===== src/logic/sarcs_pkg.sv =====
// Shared constants for the successive-approximation conversion sequencer
package sarcs_pkg;
  localparam int RES_BITS = 12;
  // Internal converter clock: one pulse half, high or low
  localparam int CLK_PERIOD_NS = 8;
  localparam int INT_HALF_NS = 960;
  localparam int INT_HALF_CYC = (INT_HALF_NS / CLK_PERIOD_NS < 1) ? 1 : INT_HALF_NS / CLK_PERIOD_NS;
  // Short-cycle resolution select codes
  localparam logic [1:0] RES_SEL_12 = 2'h0;
  localparam logic [1:0] RES_SEL_10 = 2'h1;
  localparam logic [1:0] RES_SEL_8 = 2'h2;
  localparam logic [3:0] RES_LIM_12 = 4'hC;
  localparam logic [3:0] RES_LIM_10 = 4'hA;
  localparam logic [3:0] RES_LIM_8 = 4'h8;
  // Reset and idle values
  localparam logic SER_IDLE = 1'b1;
  localparam logic [RES_BITS-1:0] PAR_RESET = 12'hFFF;
  localparam logic MSB_INV_RESET = 1'b0;
  localparam logic [3:0] CNT_RESET = 4'h0;
  localparam int SYNC_STAGES = 2;
  typedef enum logic {
    SARCS_IDLE = 1'b0,
    SARCS_CONV = 1'b1
  } sarcs_state_t;
endpackage


===== src/logic/sarcs_sync.sv =====
// Two-stage synchroniser for a group of asynchronous pin inputs
module sarcs_sync #(
  parameter int WIDTH = 1
) (
  input wire logic clk_sys,
  input wire logic rst,
  input wire logic [WIDTH-1:0] d_async,
  output logic [WIDTH-1:0] q_sync
);
  logic [WIDTH-1:0] meta_reg;
  logic [WIDTH-1:0] sync_reg;

  always_ff @(posedge clk_sys or posedge rst) begin
    if (rst) begin
      meta_reg <= '0;
      sync_reg <= '0;
    end else begin
      meta_reg <= d_async;
      sync_reg <= meta_reg;
    end
  end

  assign q_sync = sync_reg;
endmodule


===== src/logic/sarcs_sequencer.sv =====
// Successive-approximation conversion sequencer with parallel and serial result outputs
module sarcs_sequencer #(
  parameter int RES_BITS = sarcs_pkg::RES_BITS,
  parameter int HALF_CYC = sarcs_pkg::INT_HALF_CYC
) (
  input wire logic clk_sys,
  input wire logic rst,
  input wire logic convert_pin,
  input wire logic ext_clk_pin,
  input wire logic ext_clk_sel_pin,
  input wire logic comp_pin,
  input wire logic [1:0] res_sel_pin,
  output logic busy,
  output logic [RES_BITS-1:0] par_data_n,
  output logic msb_inv,
  output logic ser_data,
  output logic ser_clk,
  output logic [RES_BITS-1:0] dac_trial
);
  localparam int PH_W = $clog2(2 * HALF_CYC + 1);
  localparam logic [PH_W-1:0] PH_HALF = PH_W'(HALF_CYC);
  localparam logic [PH_W-1:0] PH_LAST = PH_W'(2 * HALF_CYC - 1);
  localparam logic [RES_BITS-1:0] MSB_ONLY = {1'b1, {(RES_BITS-1){1'b0}}};

  // Pin synchronisation
  logic [5:0] pins_s;
  logic conv_s;
  logic ext_s;
  logic ext_sel_s;
  logic comp_s;
  logic [1:0] res_sel_s;

  sarcs_sync #(.WIDTH(6)) u_sync (
    .clk_sys(clk_sys),
    .rst(rst),
    .d_async({convert_pin, ext_clk_pin, ext_clk_sel_pin, comp_pin, res_sel_pin}),
    .q_sync(pins_s)
  );

  assign conv_s = pins_s[5];
  assign ext_s = pins_s[4];
  assign ext_sel_s = pins_s[3];
  assign comp_s = pins_s[2];
  assign res_sel_s = pins_s[1:0];

  // State
  sarcs_pkg::sarcs_state_t state_reg, state_next;
  logic conv_d_reg, conv_d_next;
  logic ext_mode_reg, ext_mode_next;
  logic ext_arm_reg, ext_arm_next;
  logic [PH_W-1:0] phase_reg, phase_next;
  logic [3:0] cnt_reg, cnt_next;
  logic [3:0] res_lim_reg, res_lim_next;
  logic [RES_BITS-1:0] trial_reg, trial_next;
  logic [RES_BITS-1:0] par_reg, par_next;
  logic msb_inv_reg, msb_inv_next;
  logic ser_reg, ser_next;
  logic sclk_reg, sclk_next;
  logic busy_reg, busy_next;

  logic conv_rise;
  logic pulse_rise;
  logic pulse_fall;
  logic [3:0] cnt_inc;
  logic [3:0] bit_idx;
  logic [3:0] res_dec;

  assign conv_rise = conv_s & ~conv_d_reg;
  assign cnt_inc = cnt_reg + 4'h1;
  // Bit number n = cnt_inc - 1 lands at vector index RES_BITS - n
  assign bit_idx = 4'(RES_BITS + 1) - cnt_inc;

  always_comb begin
    unique case (res_sel_s)
      sarcs_pkg::RES_SEL_10: res_dec = sarcs_pkg::RES_LIM_10;
      sarcs_pkg::RES_SEL_8: res_dec = sarcs_pkg::RES_LIM_8;
      default: res_dec = sarcs_pkg::RES_LIM_12;
    endcase
  end

  always_comb begin
    state_next = state_reg;
    conv_d_next = conv_s;
    ext_mode_next = ext_mode_reg;
    ext_arm_next = ext_arm_reg;
    phase_next = phase_reg;
    cnt_next = cnt_reg;
    res_lim_next = res_lim_reg;
    trial_next = trial_reg;
    par_next = par_reg;
    msb_inv_next = msb_inv_reg;
    ser_next = ser_reg;
    busy_next = busy_reg;
    sclk_next = 1'b0;
    pulse_rise = 1'b0;
    pulse_fall = 1'b0;
    unique case (state_reg)
      sarcs_pkg::SARCS_IDLE: begin
        ser_next = sarcs_pkg::SER_IDLE;
        if (conv_rise) begin
          state_next = sarcs_pkg::SARCS_CONV;
          busy_next = 1'b1;
          ext_mode_next = ext_sel_s;
          ext_arm_next = 1'b0;
          phase_next = '0;
          cnt_next = sarcs_pkg::CNT_RESET;
          res_lim_next = res_dec;
          trial_next = MSB_ONLY;
        end
      end
      sarcs_pkg::SARCS_CONV: begin
        // Convert edges are not looked at here
        if (ext_mode_reg) begin
          // A clock already high at start is not counted as a pulse
          if (!ext_s) begin
            ext_arm_next = 1'b1;
          end
          sclk_next = ext_s & ext_arm_reg;
        end else begin
          phase_next = (phase_reg == PH_LAST) ? '0 : phase_reg + PH_W'(1);
          sclk_next = (phase_reg < PH_HALF);
        end
        pulse_rise = sclk_next & ~sclk_reg;
        pulse_fall = ~sclk_next & sclk_reg;
        if (pulse_rise) begin
          cnt_next = cnt_inc;
          if (cnt_reg != sarcs_pkg::CNT_RESET) begin
            trial_next[bit_idx] = comp_s;
            ser_next = ~comp_s;
            if (cnt_reg < res_lim_reg && bit_idx != 4'h0) begin
              trial_next[bit_idx - 4'h1] = 1'b1;
            end
          end
        end
        if (pulse_fall && cnt_reg == res_lim_reg + 4'h1) begin
          state_next = sarcs_pkg::SARCS_IDLE;
          busy_next = 1'b0;
          par_next = ~trial_reg;
          msb_inv_next = trial_reg[RES_BITS-1];
          ser_next = sarcs_pkg::SER_IDLE;
          sclk_next = 1'b0;
        end
      end
    endcase
  end

  always_ff @(posedge clk_sys or posedge rst) begin
    if (rst) begin
      state_reg <= sarcs_pkg::SARCS_IDLE;
      conv_d_reg <= 1'b0;
      ext_mode_reg <= 1'b0;
      ext_arm_reg <= 1'b0;
      phase_reg <= '0;
      cnt_reg <= sarcs_pkg::CNT_RESET;
      res_lim_reg <= sarcs_pkg::RES_LIM_12;
      trial_reg <= '0;
      par_reg <= sarcs_pkg::PAR_RESET;
      msb_inv_reg <= sarcs_pkg::MSB_INV_RESET;
      ser_reg <= sarcs_pkg::SER_IDLE;
      sclk_reg <= 1'b0;
      busy_reg <= 1'b0;
    end else begin
      state_reg <= state_next;
      conv_d_reg <= conv_d_next;
      ext_mode_reg <= ext_mode_next;
      ext_arm_reg <= ext_arm_next;
      phase_reg <= phase_next;
      cnt_reg <= cnt_next;
      res_lim_reg <= res_lim_next;
      trial_reg <= trial_next;
      par_reg <= par_next;
      msb_inv_reg <= msb_inv_next;
      ser_reg <= ser_next;
      sclk_reg <= sclk_next;
      busy_reg <= busy_next;
    end
  end

  assign busy = busy_reg;
  assign par_data_n = par_reg;
  assign msb_inv = msb_inv_reg;
  assign ser_data = ser_reg;
  assign ser_clk = sclk_reg;
  assign dac_trial = trial_reg;

  // Checking helpers: width of each high phase of the driven clock
  logic [PH_W-1:0] hi_cnt_reg, hi_cnt_next;

  always_comb begin
    hi_cnt_next = sclk_reg ? hi_cnt_reg + PH_W'(1) : '0;
  end

  always_ff @(posedge clk_sys or posedge rst) begin
    if (rst) begin
      hi_cnt_reg <= '0;
    end else begin
      hi_cnt_reg <= hi_cnt_next;
    end
  end

  // Checking helpers: length of each conversion in cycles
  logic [15:0] len_cnt_reg, len_cnt_next;

  always_comb begin
    len_cnt_next = busy_reg ? len_cnt_reg + 16'h0001 : 16'h0000;
  end

  always_ff @(posedge clk_sys or posedge rst) begin
    if (rst) begin
      len_cnt_reg <= 16'h0000;
    end else begin
      len_cnt_reg <= len_cnt_next;
    end
  end
endmodule


===== config.mk =====
export PLATFORM = sky130hd
export DESIGN_NAME = sarcs_sequencer
export DESIGN_NICKNAME = d
export VERILOG_FILES = /design/src/logic/sarcs_pkg.sv /design/src/logic/sarcs_sync.sv /design/src/logic/sarcs_sequencer.sv
export SDC_FILE = /design/constraint.sdc
export NUM_CORES = 1
export LEC_CHECK = 0
export ABC_CLOCK_PERIOD_IN_PS = 4120
export BUFFER_PORTS_ARGS = -buffer_cell sky130_fd_sc_hd__buf_4
export CORE_MARGIN = 1
export CORE_UTILIZATION = 60
export DETAILED_ROUTE_END_ITERATION = 12
export GPL_ROUTABILITY_DRIVEN = 0
export PLACE_DENSITY = 0.82
export SLEW_MARGIN = 20
export SYNTH_ARGS = -nofsm -noshare
export SYNTH_HDL_FRONTEND = slang
export SYNTH_SLANG_ARGS = --single-unit

===== constraint.sdc =====
create_clock -name clk_sys -period 4.12 [get_ports clk_sys]
set_clock_uncertainty 0.05 [all_clocks]
set_input_delay 0 -clock clk_sys [delete_from_list [all_inputs] [get_ports clk_sys]]
set_output_delay 0 -clock clk_sys [all_outputs]
set_load 0.005 [all_outputs]

==> flow_metrics.env <==
export IMPL_powerDensity_nw_per_um2=687
export IMPL_critPathArrivalTime_ns=3.05
export IMPL_synth_top_area_share_pct=37.5
export IMPL_clockBufferDepth=2
export IMPL_synthesis_area_um2=2930
export IMPL_reg2reg_setup_slack_ns=1.23
export IMPL_start_kind="flop"
export IMPL_finalMaxSlewViolations=0
export IMPL_synth_largest_area_cell="dfrtp_1"
export IMPL_tns_ns=0
export IMPL_fin_util_pct=73.8
export IMPL_setup_viol=0
export IMPL_final_common_cell="nand2_1"
export IMPL_fp_coreArea_um2=4720
export IMPL_cp_max_fo=12
export IMPL_yosys_warnings=0
export IMPL_final_hold_viol_count=0
export IMPL_postPlaceCellArea_um2=3210
export IMPL_port_buffers=35
export IMPL_min_from="ext_clk_sel_pin"
export IMPL_maxCapViolations=0
export IMPL_r2r_cells=9
export IMPL_finalCritPeriodShare_pct=70.2
export IMPL_grt_pass1_vias=2094
export IMPL_slowest_delay_ns=0.51
export IMPL_crit_chain="inv_1 > ha_1 > inv_1 > ha_1 > inv_1 > nand2_1 > o31a_1 > and4_1 > a221o_1"
export IMPL_grt_max_degree=59
export IMPL_wl_per_cell_um=15.0
export IMPL_cts_clk_slew_worst_paths_ns=0.06
export IMPL_crit_type="reg -> reg"
export IMPL_syn_nets=311
export IMPL_antenna_found_initial=0
export IMPL_floorplan_die_area_um2=5170
export IMPL_routed_wl_mm=6.09
export IMPL_clk_latency_ns=0.33
export IMPL_fillers=344
export IMPL_path_buf_inv=3
export IMPL_cts_inserted_buffers=9
export IMPL_synth_cell_types=53
export IMPL_detailed_place_hpwl_mm=4.09
export IMPL_die_h_um=71.9
export IMPL_period_minus_slack_ns=2.89
export IMPL_rsz0062_at_grt="no"
export IMPL_dr_first_iter_drc_count=134
export IMPL_syn_inst=292
export IMPL_cp_top_family="adder cells"
export IMPL_timing_hold_ws_ns=0.263
export IMPL_synth_edf_count=0
export IMPL_cpMostUsedCell="inv_1"
export IMPL_r2r_end="dac_trial[5]"
export IMPL_n_antenna_cell=0
export IMPL_synth_ff_latch_count=58
export IMPL_drc_errors=0
export IMPL_synthFlopType="dfrtp_1"
export IMPL_htree_levels=3
export IMPL_endpoint_kind="flop"
export IMPL_max_slew_margin_rel_pct=49.9
export IMPL_tightestPinTransition_ns=0.744
export IMPL_slowest_stage="dfrtp_1"
export IMPL_track_usage_pct=25.1
export IMPL_fmax_mhz=346
export IMPL_cts_resized=0
export IMPL_syn2layout_area_growth_pct=18.9
export IMPL_rows=25
export IMPL_async_reset_ff_share_pct=100
export IMPL_fin_area_um2=3490
export IMPL_nets=352
export IMPL_root_buffer="clkbuf_8"
export IMPL_status="finished clean"
export IMPL_whs_endpoint="u_sync.meta_reg[3]"
export IMPL_avgSynthCellArea_um2=10.0
export IMPL_gr_total_overflow=0
export IMPL_cts_sinks=58
export IMPL_p_leak_nw=1.58
export IMPL_via_count=2354
export IMPL_yosysSeqAreaShare_pct=50.1
export IMPL_required_ns=4.28
export IMPL_whs_path_depth=2
export IMPL_io_pin_count=36
export IMPL_worst_path_stages=9
export IMPL_initial_core_util_pct=62.1
export IMPL_ys_top_cells_by_area="dfrtp_1 38%, dfstp_2 13%, nand2_1 5.9%"
export IMPL_r2r_start="cnt_reg[0]"
export IMPL_via_per_inst=5.81
export IMPL_irDropWorstVdd_uv=459
export IMPL_hold_class="in -> reg"
export IMPL_final_cell_mix="46 x nand2_1, 44 x dfrtp_1, 36 x buf_4, 33 x o21ai_0, 14 x dfstp_2"
export IMPL_drt_pass1_iter_count=4
export IMPL_grt_pass1_wl_mm=9.78
export IMPL_postCtsSetupRepairBufs=0
export IMPL_ant_nets=0
export IMPL_die_width_um=71.9
export IMPL_cts_tree="built"
export IMPL_drive_gt1_share_pct=21.6
layout make-up:
cell class	count	area, um2	area share (%)
flip-flops and latches	58	1470	42.1
multi-input cells	213	1360	39.0
clock buffers	12	155	4.45
repair buffers	43	340	9.76
well taps	67	83.8	2.40
inverters	8	30.0	0.861
clock inverters	4	50.0	1.44
cell families (layout without fill, tap and decap cells):
family	after synthesis	after routing	synth area share [%]
AND/OR/NAND/NOR	121	121	21.8
flip-flops	58	58	50.1
XOR/XNOR	4	4	1.19
AO/OA/AOI/OAI	73	73	17.2
buffers and inverters	21	67	3.58
adder cells (fa/ha/maj)	11	11	4.69
multiplexers	4	4	1.41
per-stage QoR:
step	cells	power (mW)	setup slack, ns
global placement	382	1.81	1.36
CTS	405	2.39	1.28
floorplan	292	1.55	1.64
detailed placement	382	1.84	1.31
finish	405	2.39	1.23
global route	405	2.55	1.12
cells in the mapped netlist, drive strengths merged (2+ instances only):
cell type / instances
o31a: 2
o211ai: 5
dfstp: 14
nand3b: 2
nand4: 5
and2: 4
nor2: 13
inv: 8
a221o: 2
xor2: 2
a211oi: 2
nand2b: 4
a211o: 2
a21boi: 2
nor3: 5
nor2b: 5
and3: 8
or3: 3
ha: 11
nor3b: 3
o21ai: 33
o311ai: 4
buf: 7
a21o: 2
o31ai: 2
nor4b: 2
clkbuf: 6
nand2: 47
nand4b: 2
nor4: 2
nand3: 9
or2: 3
mux2i: 3
xnor2: 2
dfrtp: 44
and4: 3
a31oi: 5
a311o: 4
o311a: 3
metal layers:
layer / wire, um / up-vias / GRT usage, %
li1: - / 1140 / -
met1: 2870 / 1141 / 35.0
met2: 2850 / 67 / 37.5
met3: 293 / 6 / 6.81
met4: 72 / 0 / 10.0
met5: 0 / - / 0
worst max-delay path by stage:
stage	start	endpoint
final	cnt_reg[0]	dac_trial[5]
after global routing	cnt_reg[0]	dac_trial[5]
after CTS	cnt_reg[0]	dac_trial[5]
after detailed placement	cnt_reg[0]	dac_trial[5]
after global placement	cnt_reg[0]	dac_trial[8]
after floorplan	cnt_reg[0]	dac_trial[11]
power by group:
part | internal, mW | switching, mW
clock | 0.311 | 0.222
sequential | 0.724 | 0.132
combinational | 0.418 | 0.586
total | 1.45 | 0.940
repair_timing:
item | CTS | global route
hold buffers | 7 | 0
hold endpoints to repair | 50 | 0
setup endpoints to repair | 0 | 0
Note: power is estimated with default switching activity, not from simulation.
